### config.mk
export PLATFORM = sky130hd
export DESIGN_NAME = acer_unit
export DESIGN_NICKNAME = d
export VERILOG_FILES = /design/src/acer_unit.v
export VERILOG_INCLUDE_DIRS = /design/src /design/src/src
export SDC_FILE = /design/constraint.sdc
export NUM_CORES = 1
export LEC_CHECK = 0
export ABC_AREA = 1
export BUFFER_PORTS_ARGS = -buffer_cell sky130_fd_sc_hd__buf_2
export CAP_MARGIN = 20
export CORE_MARGIN = 5
export CORE_UTILIZATION = 55
export CTS_BUF_LIST = sky130_fd_sc_hd__clkbuf_8 sky130_fd_sc_hd__clkbuf_16
export DETAILED_ROUTE_END_ITERATION = 12
export PLACE_DENSITY = 0.8
export SLEW_MARGIN = 20
export SYNTH_ARGS = -nofsm -noshare
export SYNTH_HDL_FRONTEND = slang
export SYNTH_SLANG_ARGS = --single-unit
### constraint.sdc
create_clock -name i_ref_clk -period 5 [get_ports i_ref_clk]
set_input_delay 0 -clock i_ref_clk [delete_from_list [all_inputs] [get_ports i_ref_clk]]
set_output_delay 0 -clock i_ref_clk [all_outputs]
set_load 0.005 [all_outputs]
### src/acer_regs.vh
// Purpose: constants of the adapter check reporting unit
// Assumes: 25 MHz clock, plain register port with 3-bit word address
// Notes: failure codes and field positions fixed by the hardware
`ifndef ACER_REGS_VH
`define ACER_REGS_VH
`define ACER_CODE_NONE 8'h00
`define ACER_CODE_DPAR 8'h01
`define ACER_CODE_APAR 8'h02
`define ACER_CODE_MABT 8'h03
`define ACER_CODE_TABT 8'h04
`define ACER_CODE_LIST 8'h05
`define ACER_CODE_ACK 8'h06
`define ACER_CODE_IOV 8'h07
`define ACER_CHAN_LSB 21
`define ACER_LD_BIT 20
`define ACER_RT_BIT 19
`define ACER_RW_BIT 18
`define ACER_LAST_FRAG_BIT 31
`define ACER_CLAIM_CYCLES 3'h6
`define ACER_CNT_MAX 10'h3FF
`define ACER_TYPE_STATUS 3'h6
`define ACER_TYPE_RX_EOC 3'h7
`define ACER_ADDR_CHANNEL_PARAMETER_REG 3'h0
`define ACER_ADDR_HOST_CMD 3'h1
`define ACER_ADDR_STATUS 3'h2
`define ACER_ADDR_MASK 3'h3
`define ACER_ADDR_CTRL 3'h4
`define ACER_ADDR_PEND 3'h5
`define ACER_CMD_RST_BIT 31
`define ACER_CMD_TXGO_BIT 30
`define ACER_CMD_RXGO_BIT 29
`define ACER_CMD_TXEOC_BIT 28
`define ACER_CMD_RXEOC_BIT 27
`define ACER_CMD_RXSEL_BIT 26
`define ACER_ST_FATAL 0
`define ACER_ST_RXEOC 1
`define ACER_ST_TXEOC 2
`define ACER_RST_MASK 3'h0
`endif

### src/acer_unit.v
// Purpose: fatal adapter check detection, reporting and receive stop
// Assumes: bus master events and list checks arrive on i_ref_clk
// Notes: first failure wins; only adapter reset or i_sys_rst clears it
// Notes: the claim pin is resynchronised, so the timeout sees it two cycles late
// Notes: end-of-frame counters and end-of-channel flags are held cleared while dead
//
// The address map and the plain strobed port were decided locally.
`include "acer_regs.vh"
module acer_unit (
  input wire i_ref_clk, // 25 MHz clock
  input wire i_sys_rst, // Sync reset, high
  input wire [2:0] i_addr, // Register word address
  input wire [31:0] i_wdata, // Write data
  input wire i_wr, // Write strobe
  input wire i_rd, // Read strobe
  output reg [31:0] o_rdata, // Read data, cycle after strobe
  input wire i_parity_check_enable, // Parity checking enabled
  input wire i_mst_active, // Master cycle in progress
  input wire i_mst_start, // Master transfer start pulse
  input wire i_target_claim_signal, // Target claim, pin, active high
  input wire i_data_parity_fault, // Data parity error seen
  input wire i_address_parity_fault, // Address parity error seen
  input wire i_target_abort, // Target abort seen
  input wire [7:0] i_chan, // Active channel
  input wire i_list_op, // List not data
  input wire i_rx_op, // Receive not transmit
  input wire i_rd_op, // Read not write
  input wire i_frag_valid, // Fragment count word pulse
  input wire [31:0] i_frag_count, // Fragment count word
  input wire i_list_start, // New list pulse
  input wire i_list_rx, // List is receive
  input wire [15:0] i_frame_size, // Transmit frame size
  input wire i_list_end, // List fully read pulse
  input wire i_rx_eof, // Receive end of frame pulse
  input wire i_tx_eof, // Transmit end of frame pulse
  input wire i_tx_eoc, // Transmit end of channel pulse
  input wire i_rx_fwd_zero, // Zero receive forward pointer pulse
  output reg o_master_abort, // Abort current master cycle
  output reg o_rx_run, // Receive channel running
  output reg o_off_net, // Unrecoverable, off the wire
  output reg [2:0] o_int_type, // Interrupt type
  output reg [7:0] o_int_vec, // Interrupt vector
  output wire o_irq // Interrupt, high level
);

  reg claim_s1_q;
  reg claim_s2_q;
  reg [2:0] claim_cnt_q;
  reg claim_wait_q;
  reg fatal_q;
  reg [31:0] parm_q;
  reg [31:0] rx_list_q;
  reg [9:0] rx_pend_q;
  reg [9:0] tx_pend_q;
  reg rx_eoc_q;
  reg tx_eoc_q;
  reg [2:0] st_q;
  reg [2:0] mask_q;
  reg [15:0] sum_q;
  reg last_ok_q;
  reg list_rx_q;
  reg err_d;
  reg [31:0] parm_d;

  // Register write decode, shared by every writable word
  function acer_hit;
    input wr;
    input [2:0] addr;
    input [2:0] want;
    begin
      acer_hit = wr && (addr == want);
    end
  endfunction

  // Decoded writes and host command fields
  wire [2:0] ack_n = i_wdata[2:0];
  wire cmd_wr = acer_hit(i_wr, i_addr, `ACER_ADDR_HOST_CMD);
  wire parm_wr = acer_hit(i_wr, i_addr, `ACER_ADDR_CHANNEL_PARAMETER_REG);
  wire st_wr = acer_hit(i_wr, i_addr, `ACER_ADDR_STATUS);
  wire mask_wr = acer_hit(i_wr, i_addr, `ACER_ADDR_MASK);
  wire [2:0] st_clr = st_wr ? i_wdata[2:0] : 3'h0;
  wire ack_rx = i_wdata[`ACER_CMD_RXSEL_BIT];
  wire adp_rst = cmd_wr && i_wdata[`ACER_CMD_RST_BIT];

  // Bus fault sources
  wire apar_hit = i_address_parity_fault && i_parity_check_enable;
  wire dpar_hit = i_mst_active && i_data_parity_fault && i_parity_check_enable;
  wire tabt_hit = i_mst_active && i_target_abort;
  // List error sources; frame size only counts for transmit lists
  wire sum_bad = !list_rx_q && (sum_q != i_frame_size);
  wire list_hit = i_list_end && (!last_ok_q || sum_bad);
  // Acknowledge and counter overflow sources
  wire [9:0] ack_pend = ack_rx ? rx_pend_q : tx_pend_q;
  wire ack_hit = cmd_wr && (ack_n != 3'h0) && !i_wdata[`ACER_CMD_RST_BIT]
                 && ({7'h00, ack_n} > ack_pend);
  wire rx_ovf = i_rx_eof && (rx_pend_q == `ACER_CNT_MAX);
  wire tx_ovf = i_tx_eof && (tx_pend_q == `ACER_CNT_MAX);
  // Go while the one-bit end-of-channel count is still full
  wire rxgo_hit = cmd_wr && i_wdata[`ACER_CMD_RXGO_BIT] && rx_eoc_q
                  && !i_wdata[`ACER_CMD_RXEOC_BIT];
  wire txgo_hit = cmd_wr && i_wdata[`ACER_CMD_TXGO_BIT] && tx_eoc_q
                  && !i_wdata[`ACER_CMD_TXEOC_BIT];

  // Build qualifier word for a code
  function [31:0] acer_pack;
    input [7:0] code;
    input chq;
    input ld;
    input rt;
    input rw;
    begin
      acer_pack = {24'h000000, code};
      if (chq) begin
        acer_pack[28:21] = i_chan;
        acer_pack[`ACER_RT_BIT] = rt;
      end
      acer_pack[`ACER_LD_BIT] = ld;
      acer_pack[`ACER_RW_BIT] = rw;
    end
  endfunction

  // Claim pin synchroniser
  always @(posedge i_ref_clk) begin
    if (i_sys_rst) begin
      claim_s1_q <= 1'b0;
      claim_s2_q <= 1'b0;
    end else begin
      claim_s1_q <= i_target_claim_signal;
      claim_s2_q <= claim_s1_q;
    end
  end

  // Claim timeout counter
  always @(posedge i_ref_clk) begin
    if (i_sys_rst || adp_rst) begin
      claim_cnt_q <= 3'h0;
      claim_wait_q <= 1'b0;
      o_master_abort <= 1'b0;
    end else begin
      o_master_abort <= 1'b0;
      if (i_mst_start) begin
        claim_wait_q <= 1'b1;
        claim_cnt_q <= 3'h0;
      end else if (claim_wait_q && claim_s2_q) begin
        claim_wait_q <= 1'b0;
      end else if (claim_wait_q) begin
        if (claim_cnt_q == `ACER_CLAIM_CYCLES - 3'h1) begin
          claim_wait_q <= 1'b0;
          o_master_abort <= 1'b1;
        end else begin
          claim_cnt_q <= claim_cnt_q + 3'h1;
        end
      end
    end
  end

  // Failure detection in priority order
  always @* begin
    err_d = 1'b1;
    parm_d = 32'h00000000;
    if (apar_hit) begin
      parm_d = {24'h000000, `ACER_CODE_APAR};
    end else if (dpar_hit) begin
      parm_d = acer_pack(`ACER_CODE_DPAR, 1'b1, i_list_op, i_rx_op, i_rd_op);
    end else if (o_master_abort) begin
      parm_d = acer_pack(`ACER_CODE_MABT, 1'b1, i_list_op, i_rx_op, i_rd_op);
    end else if (tabt_hit) begin
      parm_d = acer_pack(`ACER_CODE_TABT, 1'b1, i_list_op, i_rx_op, i_rd_op);
    end else if (list_hit) begin
      parm_d = acer_pack(`ACER_CODE_LIST, 1'b1, 1'b0, list_rx_q, 1'b0);
    end else if (ack_hit) begin
      parm_d = acer_pack(`ACER_CODE_ACK, 1'b1, 1'b0, ack_rx, 1'b0);
    end else if (rx_ovf || tx_ovf) begin
      parm_d = acer_pack(`ACER_CODE_IOV, 1'b1, 1'b0, rx_ovf, 1'b0);
    end else if (rxgo_hit) begin
      parm_d = acer_pack(`ACER_CODE_IOV, 1'b1, 1'b1, 1'b1, 1'b0);
    end else if (txgo_hit) begin
      parm_d = acer_pack(`ACER_CODE_IOV, 1'b1, 1'b1, 1'b0, 1'b0);
    end else begin
      err_d = 1'b0;
    end
  end

  // List fragment sum and last flag tracking
  always @(posedge i_ref_clk) begin
    if (i_sys_rst || i_list_start) begin
      sum_q <= 16'h0000;
      last_ok_q <= 1'b1;
      list_rx_q <= i_sys_rst ? 1'b0 : i_list_rx;
    end else if (i_frag_valid && i_frag_count[15:0] != 16'h0000) begin
      sum_q <= sum_q + i_frag_count[15:0];
      last_ok_q <= i_frag_count[`ACER_LAST_FRAG_BIT];
    end
  end

  // Fatal latch and parameter register
  always @(posedge i_ref_clk) begin
    if (i_sys_rst || adp_rst) begin
      fatal_q <= 1'b0;
      parm_q <= 32'h00000000;
      rx_list_q <= 32'h00000000;
    end else if (!fatal_q && err_d) begin
      fatal_q <= 1'b1;
      parm_q <= parm_d;
    end else if (!fatal_q && parm_wr) begin
      rx_list_q <= i_wdata;
    end
  end

  // Pending end-of-frame and end-of-channel counters
  always @(posedge i_ref_clk) begin
    if (i_sys_rst || adp_rst || fatal_q) begin
      rx_pend_q <= 10'h000;
      tx_pend_q <= 10'h000;
      rx_eoc_q <= 1'b0;
      tx_eoc_q <= 1'b0;
      o_rx_run <= 1'b0;
    end else if (!err_d) begin
      rx_pend_q <= rx_pend_q + {9'h000, i_rx_eof}
                   - ((cmd_wr && ack_rx) ? {7'h00, ack_n} : 10'h000);
      tx_pend_q <= tx_pend_q + {9'h000, i_tx_eof}
                   - ((cmd_wr && !ack_rx) ? {7'h00, ack_n} : 10'h000);
      if (i_rx_fwd_zero) begin
        rx_eoc_q <= 1'b1;
        o_rx_run <= 1'b0;
      end else begin
        if (cmd_wr && i_wdata[`ACER_CMD_RXEOC_BIT])
          rx_eoc_q <= 1'b0;
        if (cmd_wr && i_wdata[`ACER_CMD_RXGO_BIT])
          o_rx_run <= 1'b1;
      end
      if (i_tx_eoc)
        tx_eoc_q <= 1'b1;
      else if (cmd_wr && i_wdata[`ACER_CMD_TXEOC_BIT])
        tx_eoc_q <= 1'b0;
    end
  end

  // Sticky status bits, set wins over a write-one clear
  wire [2:0] st_set = {i_tx_eoc & ~fatal_q, i_rx_fwd_zero & ~fatal_q, fatal_q | err_d};
  wire [2:0] st_d;
  genvar gi;
  generate
    for (gi = 0; gi < 3; gi = gi + 1) begin : g_st
      assign st_d[gi] = st_set[gi] | (st_q[gi] & ~st_clr[gi]);
    end
  endgenerate

  // Status and mask registers
  always @(posedge i_ref_clk) begin
    if (i_sys_rst || adp_rst) begin
      st_q <= 3'h0;
      mask_q <= `ACER_RST_MASK;
    end else begin
      st_q <= st_d;
      if (mask_wr)
        mask_q <= i_wdata[2:0];
    end
  end

  // Level interrupt from unmasked sticky bits
  assign o_irq = |(st_q & mask_q);

  // Interrupt type and vector, fatal first
  always @(posedge i_ref_clk) begin
    if (i_sys_rst) begin
      o_int_type <= 3'h0;
      o_int_vec <= 8'h00;
      o_off_net <= 1'b0;
    end else begin
      o_off_net <= fatal_q;
      if (fatal_q) begin
        o_int_type <= `ACER_TYPE_STATUS;
        o_int_vec <= parm_q[7:0];
      end else if (rx_eoc_q) begin
        o_int_type <= `ACER_TYPE_RX_EOC;
        o_int_vec <= 8'h00;
      end else begin
        o_int_type <= 3'h0;
        o_int_vec <= 8'h00;
      end
    end
  end

  // Register read port
  always @(posedge i_ref_clk) begin
    if (i_sys_rst) begin
      o_rdata <= 32'h00000000;
    end else if (i_rd) begin
      case (i_addr)
        `ACER_ADDR_CHANNEL_PARAMETER_REG: o_rdata <= fatal_q ? parm_q : rx_list_q;
        `ACER_ADDR_STATUS: o_rdata <= {29'h0000000, st_q};
        `ACER_ADDR_MASK: o_rdata <= {29'h0000000, mask_q};
        `ACER_ADDR_CTRL: o_rdata <= {29'h0000000, o_off_net, rx_eoc_q, o_rx_run};
        `ACER_ADDR_PEND: o_rdata <= {6'h0, rx_pend_q, 6'h0, tx_pend_q};
        // Host command word is write only
        default: o_rdata <= 32'h00000000;
      endcase
    end else begin
      o_rdata <= 32'h00000000;
    end
  end
endmodule

# Yosys cells after proc, flatten, opt, wreduce, memory -nomap -nowiden
# Cells that the tools add are included.
[word_totals]
input_bits = 113
regBits = 163
out_inout_bits = 47
elab_cells = 155
[op_classes]
addsub = 6
magnitude_cmp = 1
reduce_logical = 59
n_mux = 37
n_bitwise = 20
eq_ne = 9
[ops]
columns = ["op", "n"]
rows = [
  ["29-bit two-way mux", 9],
  ["32-bit case mux with 5 select lines", 1],
  ["32-bit two-way mux", 1],
  ["1-bit logical AND", 30],
  ["10-bit by 1-bit adder with 10-bit output", 2],
  ["10-bit == test (second input constant)", 2],
  ["1-bit two-way mux", 20],
  ["10-bit by 3-bit subtractor with 10-bit output", 2],
  ["16-bit adder", 1],
  ["16-bit != test", 1],
  ["16-bit nonzero test", 1],
  ["3-bit two-way mux", 5],
  ["3-bit by 10-bit > comparator with 1-bit output", 1],
  ["10-bit two-way mux", 1],
  ["1-bit NOT", 10],
  ["3-bit == test (second input constant)", 3],
  ["2-bit AND reduction", 4],
  ["2-bit OR reduction", 4],
  ["1-bit logical NOT", 7],
  ["3-bit by 2-bit == test with 1-bit output (second input constant)", 2],
  ["2-bit nonzero test", 3],
  ["1-bit AND", 5],
  ["1-bit logical OR", 5],
  ["1-bit OR", 4],
  ["8 further kinds", 8],
]

# Longest topological paths before layout
# Gate-level depths: netlist of the first run.
[logic_depth]
ltp_word = 17
mapped_depth = 20
mapped_depth_nobuf = 20

# Least setup slack after synthesis of the first run
# OpenSTA, ideal clock, no wires.
[synth_path]
path_type = "input-to-reg"
start = "in i_addr[1]"
end = "reg tx_pend_q[8]"
t_arrival_ns = 2.245
setup_slack_ns = 2.638
stages = 19
t_required_ns = 4.883
n_path_buf = 0
path_cell_list = "inv_1 nand3_2 nor2_2 inv_1 nor2_1 nand2_1 ha_1 fa_1 nand3_1 nand3_1 a21oi_1 o21bai_1 nand2_1 nand2_1 nand2_1 nand2_1 xor2_1 nor2_1 nor2_1"
[synth_between]
elab_chain_len = 14
[synth_rtl]
columns = ["element", "line_no", "text"]
rows = [
  ["start: declaration", "acer_unit.v:12", "input wire [2:0] i_addr,"],
  ["3-bit by 1-bit == test with 1-bit output (*)", "acer_unit.v:71", "acer_hit = wr && (addr == want);"],
  ["1-bit logical AND (*)", "acer_unit.v:71", ""],
  ["1-bit logical AND (3 in a row)", "acer_unit.v:101", "wire txgo_hit = cmd_wr && i_wdata[`ACER_CMD_TXGO_BIT] && tx_eoc_q"],
  ["1-bit two-way mux (3 in a row)", "n/a", ""],
  ["1-bit two-way mux", "acer_unit.v:171", "end else if (ack_hit) begin"],
  ["1-bit two-way mux (4 in a row)", "n/a", ""],
  ["1-bit two-way mux", "acer_unit.v:161", "if (apar_hit) begin"],
  ["end signal: assignment", "acer_unit.v:221", "tx_pend_q <= tx_pend_q + {9'h000, i_tx_eof}"],
  ["end: declaration", "acer_unit.v:54", "reg [9:0] tx_pend_q;"],
]
# Mark *: on every way between the ends. The rest lies on a longest branch, timed or not.
# A chain may end at the register's enable or synchronous reset.

# Worst setup path after layout of the first run
[layout_path]
start = "reg rx_pend_q[1]"
end = "reg tx_eoc_q"
[layout_between]
elab_chain_len = 12
[layout_rtl]
columns = ["element", "line_no", "text"]
rows = [
  ["start: declaration", "acer_unit.v:53", "reg [9:0] rx_pend_q;"],
  ["start signal: assignment", "acer_unit.v:219", "rx_pend_q <= rx_pend_q + {9'h000, i_rx_eof}"],
  ["parallel branches: the longest is 4 deep, another holds 3-bit by 10-bit > comparator with 1-bit output", "n/a", ""],
  ["1-bit two-way mux (*)", "acer_unit.v:171", ""],
  ["1-bit two-way mux (*) (4 in a row)", "n/a", ""],
  ["1-bit two-way mux (*)", "acer_unit.v:161", ""],
  ["1-bit NOT (no source line) (*)", "n/a", ""],
  ["2-bit AND reduction (no source line) (*)", "n/a", ""],
  ["end signal: assignment", "acer_unit.v:216", "tx_eoc_q <= 1'b0;"],
  ["end signal: assignment", "acer_unit.v:233", "tx_eoc_q <= 1'b1;"],
  ["end signal: assignment", "acer_unit.v:235", "tx_eoc_q <= 1'b0;"],
  ["end: declaration", "acer_unit.v:56", "reg tx_eoc_q;"],
]
# Every way passes the cells marked *.

==> metrics.txt, run 1 <==
RSZ-0062 raised after global routing false; maxcap violations 0; synthesized area 7740 um^2; vias 7901; H-tree lvl count 4; Pwr Total 0.00306 W; VDD IR max 0.000196 V; vias per cell 5.21; CTS Buf Count 17; final hold viol count 0; initial detailed-routing violation count 647; Netlist cell types 44; cts repair resizes 0; GRT overflow 0; WS Path Type register to register; first-pass GRT wire length 34600 um; Top FF cell, synth dfxtp_1; layout cells sized above 1 14.5%; post-CTS setup buffers 0; most common cell after layout, fill and taps aside nand2_1; Max clock buf depth 2; CP Capture Type register; clock-pin slew on the worst setup and hold paths 0.06 ns; fin. max-slew vios 0; # setup viols final 0; DR DRC count 0; vias in the first global route 7284; Synth Instances 1139; Peak Freq 269 MHz; Die Y 129 um; CP required 5.30 ns; clock root buffer master clkbuf_16; routability cong. 0.952; FF+latch count, synth 139; clock skew 0.00677 ns; critical-path maximum fanout 12; Tcrit/Tclk final 74.3%; Core Region 13800 um^2; CP arrival 4.02 ns; wire length per cell 14.2 um; # clock sinks 139; worst hold path class primary input to register; EDFF count, synth 1; Nets 1490; critical path startpoint category register; Max-slew headroom 30.6%; Top Ports 160; IO Port Bufs 139; worst slew pin tran 1.04 ns; Synth-to-Final Area Change 25.3%; Setup WS pre-CTS 1.95 ns; Syn. warnings 0; sequential-to-total area share from yosys stat 36.1%; CTS tree built; run status finished, final reports clean; insertion delay to the later sink of the worst-skew pair 0.42 ns; number of diodes 0; Total Wirelength 21600 um; PD cells 315 nW/um^2; WHS 0.0270 ns; Layout Utilization 70.1%; final worst-path setup slack 1.28 ns; Avg Cell Area, Syn 6.80 um^2; most frequent cells in the layout nand2_1, nor2_1, inv_1, buf_2, dfxtp_1; total global-route track usage 26.1%; first-pass iteration count of the detailed router 6; Post-synth ARST share 0%; Setup TNS 0 ns; post-cts hold buffer count 59; total die area 16500 um^2; Initial Util 56.0%; Die Width 129 um; largest net degree at the start of global routing 65; initial antenna violation count 0; Period minus WS final 3.72 ns; DRT antenna net count 0; Final HPWL DP 15100 um; Leak Pwr 4.76 nW; Rows 43
cell usage after synthesis (2+ instances only):
library cell,count,area (um^2)
nand4_1,17,106
nor2_2,2,12.5
nand3_2,3,30.0
xnor2_1,6,52.6
nor3_1,9,45.0
xor2_1,21,184
a22oi_1,9,67.6
nand2_2,2,12.5
dfxtp_1,138,2760
clkinv_1,3,11.3
a221oi_1,4,35.0
o21ai_1,2,10.0
nor2_1,147,552
o21ai_0,47,235
buf_6,6,67.6
o211ai_1,2,15.0
buf_1,2,7.51
buf_2,4,20.0
or2_2,2,12.5
a31oi_1,3,18.8
nand2_1,322,1210
fa_1,3,60.1
ha_1,50,626
inv_2,4,15.0
a21oi_1,97,485
o2111ai_1,2,17.5
o21bai_1,4,30.0
nand3b_1,2,15.0
inv_1,142,533
clkbuf_1,22,82.6
buf_4,8,60.1
nand3_1,38,190
nor4_1,5,31.3
critical path: stages, from the launching register on:
cell	delay (ns)
dfxtp_1	0.44
inv_1	0.09
nand2_1	0.06
o21ai_0	0.09
ha_1	0.31
a21oi_1	0.17
o21bai_1	0.08
nand2_1	0.06
nor2_1	0.08
a21oi_2	0.23
nand3_2	0.27
nor2_1	0.86
nand3_1	0.14
nand3_1	0.11
nand2_1	0.05
dlygate4sd3_1	0.56
final timing paths:
path | start | cells past startpoint | slack (ns) | endpoint
min | i_list_start | 3 | 0.03 | last_ok_q$_SDFFE_PP1P_
min reg2reg | claim_s1_q$_SDFF_PP0_ | 2 | 0.40 | claim_s2_q$_SDFF_PP0_
max reg2reg | rx_pend_q[1]$_SDFFE_PP0P_ | 15 | 1.28 | tx_eoc_q$_SDFFE_PP0P_
max | rx_pend_q[1]$_SDFFE_PP0P_ | 15 | 1.28 | tx_eoc_q$_SDFFE_PP0P_
per-stage QoR:
step / instances / instance area (um^2)
after floorplan: 1143 / 7750
after global placement: 1426 / 8490
after detailed placement: 1426 / 8490
after CTS: 1516 / 9690
after global routing: 1516 / 9690
final: 1516 / 9690
metal layers:
layer  GRT usage [%]  wire length (um)  up-vias
met5               0                 0        -
li1                -                 -     3989
met2            43.7             10100      327
met4            10.8               722        0
met3            4.82              1770       68
met1            33.2              8970     3517
cell type report:
| cell class | count | area (um^2) |
|---|---|---|
| clock buffer | 19 | 453 |
| clock inverter | 12 | 163 |
| fill | 1134 | 4130 |
| inverter | 149 | 559 |
| multi-input combinational | 813 | 4170 |
| sequential | 139 | 2790 |
| tap | 180 | 225 |
| timing repair buffer | 204 | 1330 |
cell families (layout without fill, tap and decap cells):
logic type / after synthesis / count (layout) / synth area share (%)
and+or+nand+nor: 552 / 552 / 29.2
xor gates and xnor gates: 27 / 27 / 3.06
AOI/OAI and AO/OA: 175 / 175 / 12.3
adders and majority gates: 53 / 53 / 8.86
buffers and inverters: 191 / 384 / 10.3
other: 1 / 5 / 0.0485
muxes: 1 / 1 / 0.129
DFF: 139 / 139 / 36.1
where the power goes:
part / internal (W) / leakage [nW] / switching, W
clock network: 0.000815 / 0.305 / 0.000498
logic: 0.000227 / 3.33 / 0.000330
registers: 0.00115 / 1.13 / 0.0000362
total: 0.00219 / 4.76 / 0.000865
sequential cells by signal, summed over array words and instances, names as in the netlist, 2 cells and up:
signal	cells
o_rdata	32
rx_list_q	32
sum_q	16
parm_q	14
rx_pend_q	10
tx_pend_q	10
claim_cnt_q	3
mask_q	3
o_int_vec	3
st_q	3
o_int_type	2
(Power assumes the default switching activity.)
==> run 2: changes to the inputs <==
CORE_UTILIZATION = 50   (was 55)
PLACE_DENSITY = 0.77   (was 0.8)
clock period = 3.15 ns   (was 5 ns; I/O delays follow)
==> run 2 against run 1 <==
  * Hold slack gained 0.0091 ns
  * Die area grew 9.2%
  * Largest power group unchanged
  * Setup slack lost 1.0 ns
  * First-iteration DRC count shrank 19%
  * Via count shrank 1.3%
  * Sequential share of layout area shrank 0.56 points
  * Critical endpoint is now tx_pend_q[7]$_SDFFE_PP0P_
  * Non-clock buffer count grew 14
  * Final cell count grew 1.6%
  * Clock skew grew 0.0020 ns
  * Sequential power grew 58%
==> metrics.txt, run 2 (synthesis gave the netlist of run 1 again) <==
Peak Freq 343 MHz; # clock sinks 139; wire length per cell 14.2 um; Cells after DPL 1441; Top Ports 160; Layout Utilization 65.0%; Max-slew headroom 48.6%; CTS tree built; worst slew pin tran 0.769 ns; Final Non-Filler Cells 1540; first-pass iteration count of the detailed router 6; initial detailed-routing violation count 525; first-pass GRT wire length 34700 um; CP most frequent cell nand2_1; Die Width 134 um; Largest regs o_rdata x32, rx_list_q x32, sum_q x16; Critical-path top delay cell dlygate4sd3_1; fin. max-slew vios 0; routability cong. 0.940; PD cells 499 nW/um^2; Rows 45; CP arrival 3.23 ns; CP required 3.47 ns; GRT overflow 0; VDD IR max 0.000398 V; insertion delay to the later sink of the worst-skew pair 0.42 ns; FILL cells 1320; Initial Util 50.9%; CTS Buf Count 17; H-tree lvl count 4; clock-pin slew on the worst setup and hold paths 0.06 ns; Die Y 134 um; Leak Pwr 4.84 nW; run status finished, final reports clean; WS Path Type primary input to register; Max clock buf depth 2; CP Capture Type register; layout cells sized above 1 15.2%; most frequent cells in the layout nand2_1, nor2_1, inv_1, buf_2, dfxtp_1; vias in the first global route 7291; Synth-to-Final Area Change 27.7%; DRT antenna net count 0; clock root buffer master clkbuf_16; Nets 1504; IO Port Bufs 139; initial antenna violation count 1; vias 7800; total global-route track usage 23.7%; largest net degree at the start of global routing 32; DR DRC count 0; # setup viols final 0; Period minus WS final 2.91 ns; critical path startpoint category primary input; Final HPWL DP 15500 um; maxcap violations 0; critical-path cell list dlygate4sd3_1 > buf_2 > inv_2 > nand3_2 > nor2_4 > inv_1 > nor2_1 > nand2_1 > ha_1 > ha_1 > a21oi_1 > nand2_1 > nand2_1 > nand2_1 > a21oi_1 > o21ai_0 > xor2_1 > o21ai_0 > a21oi_1; most common cell after layout, fill and taps aside nand2_1; WHS 0.0360 ns; final hold viol count 0; clock skew 0.00880 ns; vias per cell 5.06; Total Wirelength 21800 um; worst hold path class primary input to register; Tcrit/Tclk final 92.5%; critical-path maximum fanout 6; total die area 18100 um^2; Setup TNS 0 ns; max incr delay on CP 0.54 ns; Core Region 15200 um^2; R2R setup slack 0.24 ns
## run 2: cell count changes in the layout (fill, tap and decap cells not counted), sizes merged
cell         change
clkbuf           -2
inv              +3
bufinv           +1
buf             +10
diode            +1
clkinvlp         +1
clkinv           -2
dlygate4sd3      +4
## run 2: stage by stage
step	power, W	setup slack (ns)	cell area [um^2]
2_1_floorplan	0.00251	0.788	7750
3_5_place_dp	0.00274	0.260	8580
3_3_place_gp	0.00273	0.333	8580
6_report	0.00494	0.236	9890
4_1_cts	0.00494	0.0945	9840
5_1_grt	0.00517	-0.00419	9890
## run 2: worst paths after layout
check                                          startpoint  cells past startpoint                         to
worst max-delay path                            i_addr[2]                     19  tx_pend_q[7]$_SDFFE_PP0P_
worst min-delay path                         i_list_start                      5      sum_q[7]$_SDFFE_PP0P_
worst max register to register  rx_pend_q[1]$_SDFFE_PP0P_                     16      tx_eoc_q$_SDFFE_PP0P_
worst min register to register      claim_s1_q$_SDFF_PP0_                      2      claim_s2_q$_SDFF_PP0_
## run 2: power by group
group / leakage [nW] / internal [W] / switching (W) / total, W
clock: 0.311 / 0.00134 / 0.000812 / 0.00215
sequential: 1.13 / 0.00183 / 0.0000574 / 0.00188
combinational: 3.40 / 0.000370 / 0.000532 / 0.000901
## run 2: worst max-delay path: cells and delay by family
family                   cells  cell delay (ns)
adder cells (fa/ha/maj)      2             0.65
AO/OA/AOI/OAI                5             0.72
AND/OR/NAND/NOR              7             0.73
buffers and inverters        4             0.97
XOR/XNOR                     1             0.15
## run 2: cell type report
type                    count  area (um^2)  area share, %
well taps                 188          235           2.38
multi-input cells         813         4190           42.3
clock buffers              17          425           4.30
inverters                 149          559           5.66
flip-flops and latches    139         2790           28.2
repair buffers            218         1480           14.9
diodes                      1         2.50         0.0253
clock inverters            15          210           2.13
## run 2: routing by layer
metal	wire length (um)	up-vias	part of all wire (%)	track usage [%]
li1	-	4015	-	-
met1	9710	3482	45	30.8
met2	10100	253	46	38.9
met3	1330	50	6.1	4.13
met4	676	0	3.1	10.0
met5	0	-	0	0
## run 2: what timing repair did
action | in CTS | in global routing
resized for setup | 0 | 4
hold buffers | 63 | 0
setup buffers | 0 | 3
endpoints found under the setup margin | 0 | 7
hold endpoints to repair | 66 | 0
==> run 3: changes to the inputs <==
ABC_AREA = not set   (was 1)
PLACE_DENSITY = 0.81   (was 0.77)
==> run 3 against run 2 <==
  * Clock power is 4% lower
  * Combinational power is 8.3% lower
  * Register-to-register slack worse by 0.098 ns
  * Hold slack worse by 0.029 ns
  * Non-clock buffer count is 10 lower
  * Clock-buffer cell count is 1 higher
  * Routed wire length is 0.80% lower
  * Critical path depth is 8 lower
  * Flip-flop and latch count stayed put
  * Via count is 9.2% lower
  * Synthesized cell count is 23% lower
  * Final cell count is 18% lower
  * Critical path type is now register to register
==> metrics.txt, run 3 <==
Syn. warnings 0; total die area 17500 um^2; WS Path Type register to register; initial antenna violation count 1; most frequent cells in the layout buf_2, dfxtp_1, nand2_1, nor2_1, dlygate4sd3_1; internal power 0.00348 W; synthesized area 7500 um^2; Initial Util 51.2%; # setup viols final 0; vias per cell 5.64; Avg Cell Area, Syn 8.55 um^2; Synth-to-Final Area Change 26.0%; vias 7086; worst hold path class primary input to register; CP required 3.46 ns; FF+latch count, synth 139; Synth Instances 877; worst slew pin tran 1.06 ns; insertion delay to the later sink of the worst-skew pair 0.43 ns; vias in the first global route 6919; Total Wirelength 21600 um; Hold Path Origin i_wdata[26]; Hold Crit Depth 3; Cells after DPL 1168; clock root buffer master clkbuf_16; post-synth top area share 36.8%; Switch Pwr 0.00130 W; wire length per cell 17.2 um; Peak Freq 332 MHz; Pwr Total 0.00478 W; most frequent cell after synthesis dfxtp_1; FF-to-FF path depth 11; Largest regs o_rdata x32, rx_list_q x32, sum_q x16; Leak Pwr 4.03 nW; initial detailed-routing violation count 638; largest cells by area after synthesis dfxtp_1, ha_1, nand2_1; clock-pin slew on the worst setup and hold paths 0.06 ns; critical-path maximum fanout 16; total global-route track usage 24.5%; Die Y 132 um; Seq pwr share 39.6%; CP arrival 3.33 ns; PD cells 506 nW/um^2; CTS Buf Count 17; fin. max-slew vios 0; Max-slew headroom 29.6%; Max clock buf depth 2; first-pass iteration count of the detailed router 5; FILL cells 1230; critical path startpoint category register; most common cell after layout, fill and taps aside buf_2; Die Width 132 um; VDD IR max 0.000417 V; Post-synth ARST share 0%; Netlist cell types 72; # clock sinks 139; Hold Path End rx_list_q[26]$_SDFFE_PP0P_; Nets 1224; Logic pwr share 17.3%; first-pass GRT wire length 34900 um; DRT antenna net count 0; Sw Ratio 27.3%; worst reg2reg path startpoint rx_pend_q[1]$_SDFFE_PP0P_; CTS tree built; Core Region 14600 um^2; routability cong. 0.926; Final HPWL DP 15000 um; Rows 44; synth cell count leaders dfxtp_1, nand2_1, nor2_1; sequential-to-total area share from yosys stat 37.2%; largest net degree at the start of global routing 55; area leader, netlist dfxtp_1; final hold viol count 0; IO Port Bufs 139; H-tree lvl count 4; run status finished, final reports clean; Tcrit/Tclk final 95.6%; GRT overflow 0; Crit Reg-Reg Endpoint tx_eoc_q$_SDFFE_PP0P_; clock skew 0.00742 ns; EDFF count, synth 1; CP Capture Type register; R2R setup slack 0.14 ns; DR DRC count 0; Final Non-Filler Cells 1256; Top Ports 160; Top FF cell, synth dfxtp_1; layout cells sized above 1 20.3%; Setup TNS 0 ns; Clock Power Share 43.1%; Period minus WS final 3.01 ns; maxcap violations 0
## run 3: timing repair
item / 4_1_cts / 5_1_grt
resized for setup: 0 / 5
setup endpoints to repair: 0 / 4
hold buffers: 55 / 0
hold endpoints to repair: 63 / 0
setup buffers: 0 / 0
## run 3: metal layers
layer	track usage, %	share of wire, %	up-vias
met5	0	0	-
met4	8.83	2.8	0
met3	6.87	7.2	51
met2	42.0	49	275
met1	29.3	41	3302
li1	-	-	3458
## run 3: metrics by stage
step	worst slack [ns]	util, %	hold slack, ns	cell area, um^2
3_5_place_dp	0.0993	56.4	0.217	8260
6_report	0.138	64.5	0.00654	9450
3_3_place_gp	0.200	56.4	0.209	8260
5_1_grt	-0.00492	64.5	0.0206	9450
4_1_cts	0.0922	64.4	0.000993	9420
2_1_floorplan	0.250	-	0.0768	7510
## run 3: power by group through the flow
stage | logic, W | clock network (W) | registers [W]
after global routing | 0.000913 | 0.00216 | 0.00190
after floorplan | 0.000574 | 0 | 0.00190
after global placement | 0.000730 | 0 | 0.00193
after detailed placement | 0.000745 | 0 | 0.00193
final | 0.000826 | 0.00206 | 0.00189
after CTS | 0.000806 | 0.00208 | 0.00189
## run 3: area by class of cell
cell class              instances  area [um^2]  area share, %
diodes                          1         2.50         0.0265
clock buffers                  18          439           4.65
clock inverters                14          170           1.80
inverters                      34          128           1.35
multi-input cells             658         4320           45.7
flip-flops and latches        139         2790           29.6
well taps                     184          230           2.44
repair buffers                208         1360           14.4
## run 3: worst max-delay path by stage
stage | cells past startpoint | endpoint | from
floorplan | 14 | tx_pend_q[8]$_SDFFE_PP0P_ | i_addr[1]
global placement | 13 | tx_pend_q[8]$_SDFFE_PP0P_ | i_addr[2]
detailed placement | 13 | tx_pend_q[8]$_SDFFE_PP0P_ | i_addr[2]
CTS | 15 | tx_pend_q[8]$_SDFFE_PP0P_ | i_wr
global route | 15 | rx_pend_q[8]$_SDFFE_PP0P_ | i_wr
finish | 11 | tx_eoc_q$_SDFFE_PP0P_ | rx_pend_q[1]$_SDFFE_PP0P_
## run 3: cells by family (layout without fill, tap and decap cells)
logic type | count (synthesis) | count (layout) | synth area share (%)
adders and majority gates | 53 | 53 | 9.14
buffers and inverters | 84 | 274 | 5.76
DFF | 139 | 139 | 37.2
AOI/OAI and AO/OA | 198 | 198 | 17.3
muxes | 27 | 27 | 3.79
other | 1 | 6 | 0.0500
and+or+nand+nor | 335 | 335 | 22.1
xor gates and xnor gates | 40 | 40 | 4.67
## run 3: worst max-delay path, stage by stage, from the launching register on
cell           delay [ns]
dfxtp_1              0.44
mux2i_1              0.11
ha_1                 0.30
nor2b_1              0.13
o21ai_0              0.17
a221o_2              0.27
nand4b_4             0.16
nor2_4               0.18
buf_4                0.25
a31oi_1              0.11
a31o_2               0.21
dlygate4sd3_1        0.55
